<file path="src/pwmct_defines.vh">
/*
 pwmct_defines.vh: register offsets, field positions, reset values and
 encodings of the pwm channel with comparator trip.
 assumes: included by bare name; definitions only.
*/
`ifndef PWMCT_DEFINES_VH
`define PWMCT_DEFINES_VH

// printed offsets are not all multiples of four: indices, byte = 4 * index
`define PWMCT_IDX_WAKE 6'h10
`define PWMCT_IDX_CMPSTAT 6'h15
`define PWMCT_IDX_CMPMASK 6'h1b
`define PWMCT_IDX_CMPCTRL 6'h3b
`define PWMCT_IDX_CHCTRL 6'h20
`define PWMCT_IDX_PRDL 6'h21
`define PWMCT_IDX_PRDH 6'h22
`define PWMCT_IDX_DTYL 6'h23
`define PWMCT_IDX_DTYH 6'h24
`define PWMCT_IDX_DEADT 6'h25
`define PWMCT_IDX_TMRFLAG 6'h26
`define PWMCT_IDX_CNT 6'h27
`define PWMCT_IDX_CPU 6'h28

// channel control fields
`define PWMCT_CH_OUTEN 7
`define PWMCT_CH_INVEN 6
`define PWMCT_CH_ACTLOW 5
`define PWMCT_CH_RUN 3
`define PWMCT_CH_PRE_HI 2
`define PWMCT_CH_PRE_LO 0
// writable bits of the channel control register
`define PWMCT_CH_WMASK 8'hef

// comparator control fields
`define PWMCT_CC_REFSEL 7
`define PWMCT_CC_RESULT 6
`define PWMCT_CC_FUNC_HI 5
`define PWMCT_CC_FUNC_LO 4
`define PWMCT_CC_TRIPB 0
// writable bits of the comparator control register; result is read-only
`define PWMCT_CC_WMASK 8'hb1

// single-bit registers use bit 7
`define PWMCT_B7 7

// timer flag register fields
`define PWMCT_TF_PERIOD 0
`define PWMCT_TF_COMPARE 1

// cpu register fields
`define PWMCT_CPU_GIE 0
`define PWMCT_CPU_SLEEP 1

// reset values
`define PWMCT_RST_8 8'h00
`define PWMCT_RST_16 16'h0000
`define PWMCT_RST_PRD 16'hffff

`endif

</file>
<file path="src/pwmct_prescaler.v">
/*
 pwmct_prescaler.v: divides the system clock by 2^sel and emits a
 one-cycle tick per prescaled period.
 assumes: clk_sys, synchronous active-low reset.
*/
module pwmct_prescaler #(
  parameter W = 8
) (
  input wire clk_sys,
  input wire resetn,
  input wire run,
  input wire [2:0] sel,
  output wire tick
);
  reg [W-1:0] div_r;
  wire [W-1:0] mask;

  assign mask = ({{(W-1){1'b0}}, 1'b1} << sel) - {{(W-1){1'b0}}, 1'b1};
  assign tick = run && ((div_r & mask) == {W{1'b0}});

  always @(posedge clk_sys)
  begin
    if (!resetn || !run)
      div_r <= {W{1'b0}};
    else
      div_r <= div_r + {{(W-1){1'b0}}, 1'b1};
  end
endmodule

</file>
<file path="src/pwmct_top.v">
/*
 pwmct_top.v: one 16-bit pwm channel with prescaled up-counter, period
 and duty registers, duty latch, and the digital side of a comparator
 (change flag, wake, falling-edge trip), reached over apb.
 assumes: clk_sys 200 mhz, synchronous active-low reset, comparator
 level synchronous to clk_sys, pclk is clk_sys.
*/
// Design decision made here: the APB interface to the registers.
// Operation
// RQ1 - sixteen-bit period register per channel
// RQ2 - counter clears tick after period match
// RQ3 - output goes high after period match
// RQ4 - period flag set after period match
// RQ5 - zero duty keeps output low
// RQ6 - cycle lasts period plus one ticks
// RQ7 - duty latched only when counter clears
// RQ8 - latch equals counter drives output low
// RQ9 - duty writes allowed any time
// RQ10 - high time equals latched duty ticks
// RQ11 - output change sets compare timer flag
// RQ12 - period low byte write commits settings
// RQ13 - software sets up, enables timer last
// RQ14 - comparator falling edge trips outputs
// RQ15 - comparator change sets interrupt flag
// RQ16 - comparator result readable
// RQ17 - comparator flag cleared only by software
// RQ18 - irq needs enable and global enable
// RQ19 - wake on change with both enables
// RQ20 - two-bit comparator pin function field
// RQ21 - sixteen-bit counter, three-bit prescaler
// RQ22 - run enable clear stops counter
// RQ23 - active level inverts, inverted complements
`include "pwmct_defines.vh"

module pwmct_top #(
  parameter CW = 16,
  parameter PW = 8
) (
  input wire clk_sys,
  input wire resetn,
  input wire psel,
  input wire penable,
  input wire pwrite,
  input wire [7:0] paddr,
  input wire [31:0] pwdata,
  output wire [31:0] prdata,
  output wire pready,
  output wire pslverr,
  input wire comparator_output,
  output wire pwm_out,
  output wire pwm_out_inverted,
  output wire [1:0] cmp_pin_function,
  output wire cmp_irq,
  output wire cmp_wake
);
  reg [7:0] ch_ctrl_r;
  reg [7:0] cmp_ctrl_r;
  reg cmp_wake_enable_r;
  reg cmp_irq_enable_r;
  reg cmp_irq_flag_r;
  reg gie_r;
  reg sleep_r;
  reg [CW-1:0] period_reg_r;
  reg [CW-1:0] duty_reg_r;
  reg [7:0] dead_reg_r;
  reg [CW-1:0] prd_act_r;
  reg [CW-1:0] duty_latch_r;
  reg [7:0] dead_act_r;
  reg commit_r;
  reg [CW-1:0] pwm_up_counter_r;
  reg wave_r;
  reg period_match_flag_r;
  reg compare_timer_flag_r;
  reg cmp_prev_r;
  reg trip_r;
  reg [31:0] prdata_r;
  reg [31:0] rd_nxt;

  wire tick;
  wire acc;
  wire wr;
  wire rd;
  wire [5:0] idx;
  wire prd_hit;
  wire duty_hit;
  wire cmp_change;
  wire cmp_fall;
  wire out_en;
  wire inv_en;
  wire act_low;
  wire run;
  wire [CW-1:0] cnt_inc;
  wire wave_set;

  // word index from a byte address; unaligned bits ignored
  function [5:0] word_idx;
    input [7:0] a;
    begin
      word_idx = a[7:2];
    end
  endfunction

  // true when a write to the given index is taken
  function wr_hit;
    input [5:0] i;
    input [5:0] want;
    input w;
    begin
      wr_hit = w && (i == want);
    end
  endfunction

  assign acc = psel && penable;
  assign wr = acc && pwrite;
  assign rd = acc && !pwrite;
  assign idx = word_idx(paddr);
  assign pready = 1'b1;
  assign pslverr = 1'b0;
  assign prdata = prdata_r;

  assign out_en = ch_ctrl_r[`PWMCT_CH_OUTEN];
  assign inv_en = ch_ctrl_r[`PWMCT_CH_INVEN];
  assign act_low = ch_ctrl_r[`PWMCT_CH_ACTLOW];
  assign run = ch_ctrl_r[`PWMCT_CH_RUN];

  // prescaled tick; held off while the timer is stopped
  pwmct_prescaler #(
    .W(PW)
  ) u_pre (
    .clk_sys(clk_sys),
    .resetn(resetn),
    .run(run), // see RQ22
    .sel(ch_ctrl_r[`PWMCT_CH_PRE_HI:`PWMCT_CH_PRE_LO]), // see RQ21
    .tick(tick)
  );

  // next counter value, shared by the increment and the duty compare
  assign cnt_inc = pwm_up_counter_r + {{(CW-1){1'b0}}, 1'b1};
  assign prd_hit = tick && (pwm_up_counter_r == prd_act_r);
  // low from the tick on which the counter reaches the latch (see RQ8)
  assign duty_hit = tick && !prd_hit && (cnt_inc == duty_latch_r);
  // level taken at a period match, from the duty in force from then on
  assign wave_set = commit_r ? (duty_reg_r != `PWMCT_RST_16)
    : (duty_latch_r != `PWMCT_RST_16);

  // register writes
  always @(posedge clk_sys)
  begin
    if (!resetn)
    begin
      ch_ctrl_r <= `PWMCT_RST_8;
      cmp_ctrl_r <= `PWMCT_RST_8;
      cmp_wake_enable_r <= 1'b0;
      cmp_irq_enable_r <= 1'b0;
      gie_r <= 1'b0;
      sleep_r <= 1'b0;
      period_reg_r <= `PWMCT_RST_PRD; // see RQ1
      duty_reg_r <= `PWMCT_RST_16;
      dead_reg_r <= `PWMCT_RST_8;
    end
    else
    begin
      if (wr_hit(idx, `PWMCT_IDX_CHCTRL, wr))
        ch_ctrl_r <= pwdata[7:0] & `PWMCT_CH_WMASK;
      if (wr_hit(idx, `PWMCT_IDX_CMPCTRL, wr))
        cmp_ctrl_r <= pwdata[7:0] & `PWMCT_CC_WMASK;
      if (wr_hit(idx, `PWMCT_IDX_WAKE, wr))
        cmp_wake_enable_r <= pwdata[`PWMCT_B7];
      if (wr_hit(idx, `PWMCT_IDX_CMPMASK, wr))
        cmp_irq_enable_r <= pwdata[`PWMCT_B7];
      // sleep request; a comparator wake ends it
      if (wr_hit(idx, `PWMCT_IDX_CPU, wr))
      begin
        gie_r <= pwdata[`PWMCT_CPU_GIE];
        sleep_r <= pwdata[`PWMCT_CPU_SLEEP];
      end
      else if (sleep_r && cmp_wake)
        sleep_r <= 1'b0;
      if (wr_hit(idx, `PWMCT_IDX_PRDL, wr))
        period_reg_r[7:0] <= pwdata[7:0];
      if (wr_hit(idx, `PWMCT_IDX_PRDH, wr))
        period_reg_r[15:8] <= pwdata[7:0];
      if (wr_hit(idx, `PWMCT_IDX_DTYL, wr))
        duty_reg_r[7:0] <= pwdata[7:0]; // see RQ9
      if (wr_hit(idx, `PWMCT_IDX_DTYH, wr))
        duty_reg_r[15:8] <= pwdata[7:0]; // see RQ9
      if (wr_hit(idx, `PWMCT_IDX_DEADT, wr))
        dead_reg_r <= pwdata[7:0];
    end
  end

  // commit pending after period low byte write (see RQ12)
  always @(posedge clk_sys)
  begin
    if (!resetn)
    begin
      commit_r <= 1'b1;
      // zero active period: the first tick after setup commits at once
      prd_act_r <= `PWMCT_RST_16;
      dead_act_r <= `PWMCT_RST_8;
    end
    else
    begin
      if (wr_hit(idx, `PWMCT_IDX_PRDL, wr))
        commit_r <= 1'b1;
      else if (prd_hit)
        commit_r <= 1'b0;
      if (prd_hit && commit_r)
      begin
        prd_act_r <= period_reg_r; // see RQ12
        dead_act_r <= dead_reg_r;
      end
    end
  end

  // counter, duty latch and waveform
  always @(posedge clk_sys)
  begin
    if (!resetn)
    begin
      pwm_up_counter_r <= `PWMCT_RST_16;
      duty_latch_r <= `PWMCT_RST_16;
      wave_r <= 1'b0;
    end
    else if (prd_hit)
    begin
      pwm_up_counter_r <= `PWMCT_RST_16; // see RQ2 RQ6
      wave_r <= wave_set; // see RQ3 RQ5
      if (commit_r)
        duty_latch_r <= duty_reg_r; // see RQ7
    end
    else if (tick)
    begin
      pwm_up_counter_r <= cnt_inc;
      if (duty_hit)
        wave_r <= 1'b0; // see RQ8 RQ10
    end
  end

  // timer flags: set wins over software clear
  always @(posedge clk_sys)
  begin
    if (!resetn)
    begin
      period_match_flag_r <= 1'b0;
      compare_timer_flag_r <= 1'b0;
    end
    else
    begin
      if (prd_hit)
        period_match_flag_r <= 1'b1; // see RQ4
      else if (wr_hit(idx, `PWMCT_IDX_TMRFLAG, wr)
               && pwdata[`PWMCT_TF_PERIOD])
        period_match_flag_r <= 1'b0;
      if ((prd_hit && (wave_set != wave_r)) || (duty_hit && wave_r))
        compare_timer_flag_r <= 1'b1; // see RQ11
      else if (wr_hit(idx, `PWMCT_IDX_TMRFLAG, wr)
               && pwdata[`PWMCT_TF_COMPARE])
        compare_timer_flag_r <= 1'b0;
    end
  end

  assign cmp_change = comparator_output != cmp_prev_r;
  assign cmp_fall = cmp_prev_r && !comparator_output;

  // comparator digital side
  always @(posedge clk_sys)
  begin
    if (!resetn)
    begin
      // follows the pin in reset, so release shows no false edge
      cmp_prev_r <= comparator_output;
      cmp_irq_flag_r <= 1'b0;
      trip_r <= 1'b0;
    end
    else
    begin
      cmp_prev_r <= comparator_output;
      // cleared by writing zero; a change in the same cycle wins
      if (cmp_change)
        cmp_irq_flag_r <= 1'b1; // see RQ15 RQ17
      else if (wr_hit(idx, `PWMCT_IDX_CMPSTAT, wr)
               && !pwdata[`PWMCT_B7])
        cmp_irq_flag_r <= 1'b0;
      // trip holds until software rewrites the comparator control
      if (cmp_fall && (out_en || inv_en))
        trip_r <= 1'b1; // see RQ14
      else if (wr_hit(idx, `PWMCT_IDX_CMPCTRL, wr))
        trip_r <= 1'b0;
    end
  end

  // see RQ14 RQ23
  assign pwm_out = out_en && !trip_r && (wave_r ^ act_low);
  assign pwm_out_inverted = inv_en
    && !(trip_r && cmp_ctrl_r[`PWMCT_CC_TRIPB])
    && !(wave_r ^ act_low);
  assign cmp_pin_function =
    cmp_ctrl_r[`PWMCT_CC_FUNC_HI:`PWMCT_CC_FUNC_LO]; // see RQ20
  assign cmp_irq = cmp_irq_flag_r && cmp_irq_enable_r && gie_r; // see RQ18
  assign cmp_wake = cmp_irq_flag_r && cmp_irq_enable_r
    && cmp_wake_enable_r && sleep_r; // see RQ19

  // read mux
  always @*
  begin
    rd_nxt = 32'h00000000;
    case (idx)
      `PWMCT_IDX_WAKE: rd_nxt[`PWMCT_B7] = cmp_wake_enable_r;
      `PWMCT_IDX_CMPSTAT: rd_nxt[`PWMCT_B7] = cmp_irq_flag_r;
      `PWMCT_IDX_CMPMASK: rd_nxt[`PWMCT_B7] = cmp_irq_enable_r;
      `PWMCT_IDX_CMPCTRL:
      begin
        rd_nxt[7:0] = cmp_ctrl_r;
        rd_nxt[`PWMCT_CC_RESULT] = cmp_prev_r; // see RQ16
      end
      `PWMCT_IDX_CHCTRL: rd_nxt[7:0] = ch_ctrl_r;
      `PWMCT_IDX_PRDL: rd_nxt[7:0] = period_reg_r[7:0];
      `PWMCT_IDX_PRDH: rd_nxt[7:0] = period_reg_r[15:8];
      `PWMCT_IDX_DTYL: rd_nxt[7:0] = duty_reg_r[7:0];
      `PWMCT_IDX_DTYH: rd_nxt[7:0] = duty_reg_r[15:8];
      `PWMCT_IDX_DEADT: rd_nxt[7:0] = dead_reg_r;
      `PWMCT_IDX_TMRFLAG:
      begin
        rd_nxt[`PWMCT_TF_PERIOD] = period_match_flag_r;
        rd_nxt[`PWMCT_TF_COMPARE] = compare_timer_flag_r;
      end
      `PWMCT_IDX_CNT: rd_nxt[15:0] = pwm_up_counter_r;
      `PWMCT_IDX_CPU:
      begin
        rd_nxt[`PWMCT_CPU_GIE] = gie_r;
        rd_nxt[`PWMCT_CPU_SLEEP] = sleep_r;
      end
      default: rd_nxt = 32'h00000000;
    endcase
  end

  // read data captured in setup phase, valid through access phase
  always @(posedge clk_sys)
  begin
    if (!resetn)
      prdata_r <= 32'h00000000;
    else if (psel && !penable && !pwrite)
      prdata_r <= rd_nxt;
  end
endmodule

</file>
<file path="config.mk">
export PLATFORM = sky130hd
export DESIGN_NAME = pwmct_top
export DESIGN_NICKNAME = d
export VERILOG_FILES = /design/src/pwmct_prescaler.v /design/src/pwmct_top.v
export VERILOG_INCLUDE_DIRS = /design/src
export SDC_FILE = /design/constraint.sdc
export NUM_CORES = 1
export LEC_CHECK = 0
export BUFFER_PORTS_ARGS = -buffer_cell sky130_fd_sc_hd__buf_2
export CORE_UTILIZATION = 58
export CTS_CLUSTER_DIAMETER = 60
export DETAILED_ROUTE_END_ITERATION = 16
export GPL_TIMING_DRIVEN = 0
export PLACE_DENSITY = 0.85
export SYNTH_ARGS = -nofsm -noshare
export SYNTH_HDL_FRONTEND = slang
export SYNTH_SLANG_ARGS = --single-unit
export TNS_END_PERCENT = 20
</file>
<file path="constraint.sdc">
create_clock -name clk_sys -period 5.45 [get_ports clk_sys]
set_input_delay 0.2725 -clock clk_sys [delete_from_list [all_inputs] [get_ports clk_sys]]
set_output_delay 0.2725 -clock clk_sys [all_outputs]
set_load 0.005 [all_outputs]
</file>
==> results.json, run 1 <==
{
  "outcome": "finished, final reports clean",
  "drt_pre_antenna_iters": 7,
  "hp-start": "pwdata[4]",
  "met1_usage_pct": 43.8,
  "r2r_cells": 9,
  "ys_types": 60,
  "coreArea_mm2": 0.0111,
  "fin_skew_ns": 0.00677,
  "p_leak_nw": 2.95,
  "startpoint_type": "register",
  "initial_utilization_pct": 60.6,
  "path_depth": 9,
  "fillers": 893,
  "cp_max_fo": 10,
  "p_total_mw": 2.45,
  "drt_iter0_markers": 507,
  "finalCritPeriodShare_pct": 53.6,
  "tightestPinTransition_ns": 0.852,
  "cts_tree": "yes",
  "min_period_ns": 2.92,
  "worst-path-buf-inv": 1,
  "maxCapViolations": 0,
  "rsz0062_at_grt": "no",
  "die_h_um": 110,
  "max_slew_margin_pct": 42.9,
  "wl_per_cell_um": 19.1,
  "cts.clk_slew.worst_paths_ns": 0.06,
  "r2r_slack_ns": 2.53,
  "cts_buffers": 17,
  "critical_path.top_delay_family": "simple AND/OR/NAND/NOR gates",
  "grt_pass1_vias": 5877,
  "post_cts_resized": 0,
  "whs_path_depth": 3,
  "hpwl_um": 14100,
  "use_met3_pct": 7.35,
  "vias_per_cell": 6.01,
  "die_w_um": 110,
  "peakVddDrop_uv": 211,
  "synth-async-reset-ratio_pct": 0,
  "num_rows": 38,
  "slew_violations": 0,
  "busiest_layer": "met2",
  "holdWs_ns": 0.193,
  "multi_input_area_mm2": 0.00360,
  "syn_to_final_growth_pct": 17.1,
  "cts_max_path_buffers": 2,
  "cts.sinks": 133,
  "cp_cell_sequence": "or3_1 -> ha_1 -> nand2b_1 -> o2111a_1 -> nor3b_4 -> nand2_1 -> nand2_1 -> buf_2 -> nor2_1",
  "overflow": 0,
  "synth_edf_count": 0,
  "cp_slowest_cell": "dfxtp_1",
  "power-per-cell-area_mw_per_mm2": 312,
  "finalHoldViolations": 0,
  "setup_violations": 0,
  "synth.avg_cell_area_um2": 8.13,
  "seq_area_mm2": 0.00266,
  "grtUsageTotal_pct": 35.4,
  "vias": 6325,
  "ys_seq_area_share_pct": 39.7,
  "yosys.area.top_type": "dfxtp_1",
  "yosys-top-cells-area": "dfxtp_1 (40%), nand2_1 (8.6%), a21oi_1 (6.6%)",
  "instances_no_fill": 1053,
  "io_pins": 86,
  "routed_wl_um": 20100,
  "die-area_mm2": 0.0120,
  "ant_nets": 0,
  "cp_common_cell": "nand2_1",
  "cts-root-buf": "clkbuf_16",
  "synth_area_mm2": 0.00671,
  "cp.required_ns": 5.76,
  "place_inst": 1020,
  "crit_start": "ch_ctrl_r[0]",
  "met2_usage_pct": 57.2,
  "antenna_cells": 0,
  "synthMostInstantiatedCell": "nand2_1",
  "h-tree-depth": 4,
  "timing.rr.start": "ch_ctrl_r[0]",
  "gp_congestion": 1.02,
  "drive_above_1_share_pct": 15.4,
  "ys.warnings.count": 0,
  "final_util_pct": 71.0,
  "final_nets": 950,
  "clock.fmax_mhz": 342,
  "end_kind": "register",
  "synthCells": 826,
  "slowest_delay_ns": 0.42,
  "grt_pass1_wl_um": 31400,
  "synth-seq-cells": 133,
  "crit_type": "reg -> reg",
  "port_buffers": 38,
  "antenna_found_initial": 0,
  "arrival_ns": 3.23,
  "setup-tns-final_ns": 0,
  "netlist_top_cells_count": "nand2_1 (154), dfxtp_1 (133), a21oi_1 (89)",
  "yosysTopAreaCellShare_pct": 39.7,
  "synth_flop_cell": "dfxtp_1",
  "clock_latency_ns": 0.42,
  "drc": 0,
  "grt_max_degree": 17,
  "hp-class": "in -> reg"
}
layer usage:
metal  wire length [µm]  up-vias
met5                  0        -
met4                977        0
met3               1730       79
met1               7970     2916
met2               9420      347
li1                   -     2983
layout make-up:
cell class	instances	share of cell area [%]
Buffer	81	6.16
Clock buffer	20	5.94
Clock inverter	12	3.13
Inverter	6	0.286
Multi-Input combinational cell	622	45.8
Sequential cell	133	33.9
Tap cell	140	2.23
Timing Repair Buffer	39	2.55
registers in the layout (all words and copies together) (netlist names):
name	cells
period_match_flag_r	1
duty_reg_r	16
cmp_ctrl_r	4
dead_reg_r	8
u_pre.div_r	7
cmp_irq_enable_r	1
sleep_r	1
period_reg_r	16
cmp_prev_r	1
wave_r	1
trip_r	1
commit_r	1
cmp_irq_flag_r	1
compare_timer_flag_r	1
pwm_up_counter_r	16
prdata	16
cmp_wake_enable_r	1
prd_act_r	16
gie_r	1
ch_ctrl_r	7
duty_latch_r	16
metrics by stage:
step,cell area [µm²],setup WS (ns)
6_report,7860,2.53
5_1_grt,7860,2.38
4_1_cts,7860,2.56
3_5_place_dp,7140,2.55
3_3_place_gp,7140,2.63
2_1_floorplan,6770,3.15
power breakdown:
| group | switching [mW] | total (mW) | internal [mW] |
|---|---|---|---|
| clock | 0.436 | 1.38 | 0.942 |
| sequential | 0.00336 | 0.980 | 0.977 |
| combinational | 0.0657 | 0.0951 | 0.0294 |
worst min-delay path, cell delays in order:
cell and delay, ns:
buf_2 0.16, nand3_1 0.08, a21oi_1 0.05
layout by cell type (no fill, tap or decap), types with 6 or more instances in the layout:
master     count
a221oi_1       8
nor2_1        50
clkbuf_16     17
nand3_1       84
bufinv_16      7
o21ai_0       15
nand2_1      154
buf_2         52
inv_1          6
nor4_1         8
buf_4         21
and2_1         6
xor2_1        20
nand4_1       16
conb_1        18
and3_1         7
nand2b_1       6
mux2i_1       14
dfxtp_1      133
buf_6         11
nor3b_1        7
a21oi_1       89
clkbuf_1      34
xnor2_1       39
nor3_1         8
what timing repair did:
item                                    CTS  global route
endpoints found under the setup margin    0             0
buffers inserted                          0             0
hold buffers                              1             0
endpoints found under the hold margin     1             0
final timing paths:
path	end
max	pwm_up_counter_r[7]
min reg2reg	prdata[9]
max reg2reg	pwm_up_counter_r[7]
min	cmp_ctrl_r[4]
logic make-up after synthesis:
kind of cell             count (synthesis)  share of synthesized area [%]
other                                    2                          0.112
buffers and inverters                   87                           7.55
AND/OR/NAND/NOR                        378                           27.9
XOR/XNOR                                59                           7.70
multiplexers                            19                           3.09
flip-flops                             133                           39.7
adder cells (fa/ha/maj)                  4                          0.745
AO/OA/AOI/OAI                          144                           13.3
(Power assumes the default switching activity.)
==> inputs of run 2 (changes only) <==
- CORE_UTILIZATION: 58 -> 53
- PLACE_DENSITY: 0.85 -> 0.82
- clock period: 5.45 -> 2.37 ns (I/O delays scaled with it)
==> run 2 against run 1 <==
Compared with the run above:
- the run now ends with negative setup slack left
- first-iteration DRC count rose by 15%
- global-route usage fell by 3.5 points
- core utilization fell by 4.5 points
- register-to-register slack got worse by 2.5 ns
- critical endpoint is now pwm_up_counter_r[12]
- highest routed layer unchanged
==> results.json, run 2 (same netlist as run 1, synthesis figures left out) <==
{
  "hp-class": "in -> reg",
  "clock_latency_ns": 0.43,
  "tightestPinTransition_ns": 0.867,
  "cp_max_fo": 5,
  "die_h_um": 115,
  "setup-tns-final_ns": -0.0371,
  "outcome": "complete, but fails checks",
  "end_kind": "register",
  "arrival_ns": 2.75,
  "cts_buffers": 17,
  "setup_violations": 4,
  "grt_pass1_wl_um": 31300,
  "p_leak_nw": 2.98,
  "cts_max_path_buffers": 2,
  "io_pins": 86,
  "cts.clk_slew.worst_paths_ns": 0.06,
  "cts_tree": "yes",
  "p_int_mw": 4.04,
  "drt_iter0_markers": 585,
  "max_slew_margin_pct": 41.9,
  "hpwl_um": 14000,
  "power_switching_mw": 1.22,
  "drc": 0,
  "drive_above_1_share_pct": 18.9,
  "coreArea_mm2": 0.0122,
  "violations": "negative setup slack",
  "h-tree-depth": 4,
  "finalCritPeriodShare_pct": 101,
  "min_period_ns": 2.39,
  "overflow": 0,
  "grt_pass1_vias": 5901,
  "initial_utilization_pct": 55.2,
  "grt_max_degree": 17,
  "grtUsageTotal_pct": 31.9,
  "cts.sinks": 133,
  "vias": 6580,
  "switching_share_pct": 23.2,
  "vias_per_cell": 6.03,
  "place_inst": 1048,
  "die-area_mm2": 0.0131,
  "slew_violations": 0,
  "fillers": 981,
  "maxCapViolations": 0,
  "crit_type": "reg -> reg",
  "peakVddDrop_uv": 513,
  "cp.required_ns": 2.73,
  "wl_per_cell_um": 19.1,
  "startpoint_type": "register",
  "seqPwrFrac_pct": 42.8,
  "cts-root-buf": "clkbuf_16",
  "antenna_cells": 0,
  "finalHoldViolations": 0,
  "die_w_um": 115,
  "p_total_mw": 5.25,
  "fin_skew_ns": 0.00695,
  "layout_commonest_cell": "nand2_1",
  "power.combinational.fraction_pct": 4.2,
  "drt_pre_antenna_iters": 5,
  "clock_power_share_pct": 53.0,
  "syn_to_final_growth_pct": 20.4,
  "antenna_found_initial": 0,
  "rsz0062_at_grt": "yes",
  "fin_ws_ns": -0.0191,
  "ant_nets": 0,
  "instances_no_fill": 1091,
  "clock.fmax_mhz": 419,
  "final_nets": 960,
  "routed_wl_um": 20800,
  "port_buffers": 38,
  "gp_congestion": 1.02,
  "power-per-cell-area_mw_per_mm2": 650,
  "mostFrequentLayoutCells": "nand2_1 (152), dfxtp_1 (128), a21oi_1 (85), nand3_1 (84), nor2_1 (50)",
  "num_rows": 40
}
==> run 2: power groups by stage <==
stage	logic [mW]	registers (mW)	clock network, mW
final	0.221	2.25	2.78
after global routing	0.235	2.25	2.88
after CTS	0.212	2.25	2.77
after detailed placement	0.207	2.30	0
after global placement	0.206	2.30	0
after floorplan	0.123	2.30	0
==> run 2: metal layers <==
metal  vias up  track usage [%]  wire length, µm
li1       3006                -                -
met1      3054             39.0             7980
met2       412             51.6             9860
met3       108             6.03             1820
met4         0             20.1             1180
met5         -                0                0
==> run 2: layout make-up <==
class	count	area (µm²)	share of cell area, %
Tap cell	168	210	2.60
Clock inverter	13	170	2.10
Multi-Input combinational cell	622	3740	46.2
Inverter	6	22.5	0.279
Sequential cell	133	2680	33.1
Clock buffer	19	453	5.60
Timing Repair Buffer	52	302	3.73
Buffer	78	513	6.34
==> run 2: worst max-delay path: stages (launching register included) <==
cell,delay (ns)
dfxtp_4,0.35
or3_4,0.39
ha_4,0.27
nand2b_4,0.11
o2111a_1,0.21
nor3b_4,0.26
buf_6,0.17
nand3_4,0.09
or3_1,0.37
a21oi_2,0.12
==> run 2: through the flow <==
stage	hold WS, ns	cell area, µm²	util, %	worst slack (ns)
6_report	0.0168	8090	66.5	-0.0191
5_1_grt	0.0193	8090	66.5	-0.0793
4_1_cts	0.0229	7890	64.9	-0.00472
3_5_place_dp	0.243	7170	59.0	-0.441
3_3_place_gp	0.241	7170	59.0	-0.435
2_1_floorplan	0.146	6770	-	0.0691
==> run 2: worst paths after layout <==
check,startpoint,end,slack [ns],cells after the start
hold reg to reg,prdata[14],prdata[14],0.45,2
hold / removal,pwdata[3],dead_reg_r[3],0.02,3
setup reg to reg,ch_ctrl_r[1],pwm_up_counter_r[12],-0.02,9
setup / recovery,ch_ctrl_r[1],pwm_up_counter_r[12],-0.02,9
==> run 2: timing repair <==
action	4_1_cts	5_1_grt
resized for setup	15	36
endpoints found under the hold margin	1	0
hold buffers	1	0
pin swaps	4	11
setup endpoints to repair	51	48
buffers inserted	5	8
gates cloned	0	1
==> inputs of run 3 (changes only) <==
--- a/config.mk
+++ b/config.mk
@@ -7,10 +7,10 @@
 export NUM_CORES = 1
 export LEC_CHECK = 0
-export BUFFER_PORTS_ARGS = -buffer_cell sky130_fd_sc_hd__buf_2
-export CORE_UTILIZATION = 53
+export CORE_UTILIZATION = 58
 export CTS_CLUSTER_DIAMETER = 60
 export DETAILED_ROUTE_END_ITERATION = 16
+export DONT_BUFFER_PORTS = 1
 export GPL_TIMING_DRIVEN = 0
-export PLACE_DENSITY = 0.82
+export PLACE_DENSITY = 0.81
 export SYNTH_ARGS = -nofsm -noshare
 export SYNTH_HDL_FRONTEND = slang
==> constraint.sdc (replaced) <==
create_clock -name clk_sys -period 2.37 [get_ports clk_sys]
set_input_delay 0.237 -clock clk_sys [delete_from_list [all_inputs] [get_ports clk_sys]]
set_output_delay 0.237 -clock clk_sys [all_outputs]
set_load 0.005 [all_outputs]
==> run 3 against run 2 <==
Compared with the run above:
- the flow still finishes with violations (negative setup slack)
- first-iteration DRC count increased by 31%
- clock skew rose by 0.0035 ns
- clock power down 1%
- sequential cell count unchanged
- largest power group unchanged
- core utilization up 5.1 points
- critical path depth up 1
- maximum frequency decreased by 1.2%
==> results.json, run 3 (same netlist as run 1, synthesis figures left out) <==
{
  "cts_max_path_buffers": 2,
  "cp_common_cell": "buf_6",
  "cp_cell_sequence": "buf_6 -> xnor2_1 -> nand4_1 -> nor4_4 -> and4bb_2 -> buf_4 -> nand2_2 -> buf_6 -> nand2_1 -> a21oi_2",
  "hp-class": "in -> reg",
  "vias": 6511,
  "grtUsageTotal_pct": 36.5,
  "drc": 0,
  "outcome": "complete, but fails checks",
  "finalHoldViolations": 0,
  "fin_ws_ns": -0.0477,
  "fin_skew_ns": 0.0104,
  "violations": "negative setup slack",
  "dpl_cell_area_mm2": 0.00695,
  "r2r_slack_ns": -0.05,
  "rsz0062_at_grt": "yes",
  "die-area_mm2": 0.0120,
  "ant_nets": 0,
  "clock_latency_ns": 0.43,
  "hpwl_um": 14900,
  "cp_max_fo": 10,
  "maxCapViolations": 0,
  "instances_no_fill": 1035,
  "cp.required_ns": 2.65,
  "gp_congestion": 0.985,
  "place_inst": 982,
  "num_rows": 38,
  "met2_usage_pct": 57.5,
  "cts.clk_slew.worst_paths_ns": 0.06,
  "syn_to_final_growth_pct": 18.1,
  "mostFrequentLayoutCells": "nand2_1 (151), dfxtp_1 (128), a21oi_1 (86), nand3_1 (84), nor2_1 (50)",
  "pre_cts_ws_ns": -0.506,
  "p_leak_nw": 2.84,
  "slowest_delay_ns": 0.48,
  "end_kind": "register",
  "final_util_pct": 71.6,
  "h-tree-depth": 4,
  "grt_pass1_wl_um": 32100,
  "layout_commonest_cell": "nand2_1",
  "die_w_um": 110,
  "arrival_ns": 2.70,
  "initial_utilization_pct": 60.6,
  "coreArea_mm2": 0.0111,
  "met1_usage_pct": 45.3,
  "startpoint_type": "register",
  "grt_pass1_vias": 5993,
  "grt_max_degree": 17,
  "max_slew_margin_pct": 44.2,
  "peakVddDrop_uv": 889,
  "drive_above_1_share_pct": 15.4,
  "tightestPinTransition_ns": 0.832,
  "finalCritPeriodShare_pct": 102,
  "routed_wl_um": 21400,
  "busiest_layer": "met2",
  "min_period_ns": 2.42,
  "vias_per_cell": 6.29,
  "setup_violations": 8,
  "cts_buffers": 17,
  "fin_area_mm2": 0.00793,
  "power-per-cell-area_mw_per_mm2": 656,
  "antenna_cells": 0,
  "clock.fmax_mhz": 414,
  "die_h_um": 110,
  "port_buffers": 0,
  "drt_pre_antenna_iters": 6,
  "slew_violations": 0,
  "use_met3_pct": 9.72,
  "cp_slowest_cell": "nor4_4",
  "cts_tree": "yes",
  "crit_type": "reg -> reg",
  "cts.sinks": 133,
  "antenna_found_initial": 0,
  "overflow": 0,
  "p_total_mw": 5.20,
  "io_pins": 86,
  "drt_iter0_markers": 766,
  "wl_per_cell_um": 20.7,
  "final_nets": 932,
  "cts-root-buf": "clkbuf_16"
}
## run 3: cell types whose count changed in the layout (fill, tap and decap cells not counted), sizes merged
cell         change
inv              -3
clkinv           +1
dlygate4sd3      +5
buf             -32
clkinvlp         +1
## run 3: area by class of cell
type / count / area, µm²
multi-input cells: 622 / 3720
fillers: 869 / 3150
flip-flops and latches: 133 / 2680
plain buffers: 78 / 522
clock buffers: 20 / 457
repair buffers: 24 / 200
well taps: 140 / 175
clock inverters: 12 / 153
inverters: 6 / 22.5
## run 3: final timing paths
path	depth (start not counted)	end	start
setup reg to reg	10	duty_latch_r[2]	pwm_up_counter_r[7]
hold / removal	3	prdata[2]	paddr[6]
hold reg to reg	2	dead_reg_r[7]	dead_reg_r[7]
setup / recovery	10	duty_latch_r[2]	pwm_up_counter_r[7]
## run 3: worst max-delay path, delay by kind of cell, from the launching register on
family / cells / cell delay, ns
flops: 1 / 0.32
xor+xnor: 1 / 0.13
compound gates: 1 / 0.08
simple gates: 5 / 1.25
buf+inv: 3 / 0.48
## run 3: power by group
| group | switching, mW | internal, mW | leakage, nW |
|---|---|---|---|
| Clock | 1.03 | 1.71 | 0.288 |
| Sequential | 0.0102 | 2.24 | 1.08 |
| Combinational | 0.144 | 0.0634 | 1.48 |
| Total | 1.19 | 4.01 | 2.84 |
## run 3: timing repair
| item | CTS | global route |
|---|---|---|
| pin swaps | 2 | 8 |
| endpoints found under the hold margin | 32 | 0 |
| buffers inserted | 7 | 10 |
| gates cloned | 0 | 1 |
| setup endpoints to repair | 51 | 49 |
| resized for setup | 15 | 37 |
| hold buffers | 6 | 0 |
## run 3: per-stage QoR
step           hold slack (ns)  setup TNS (ns)
3_3_place_gp             0.265          -10.57
2_1_floorplan            0.265               0
5_1_grt                 0.0635           -1.20
6_report                0.0635          -0.175
3_5_place_dp             0.265          -11.99
4_1_cts                 0.0521               0
## run 3: layer usage
metal  part of all wire [%]  wire length [µm]  vias to the layer above
met3                    9.6              2060                       80
li1                       -                 -                     2939
met1                     39              8360                     3119
met2                     47             10000                      373
met4                    4.7              1010                        0
met5                      0                 0                        -
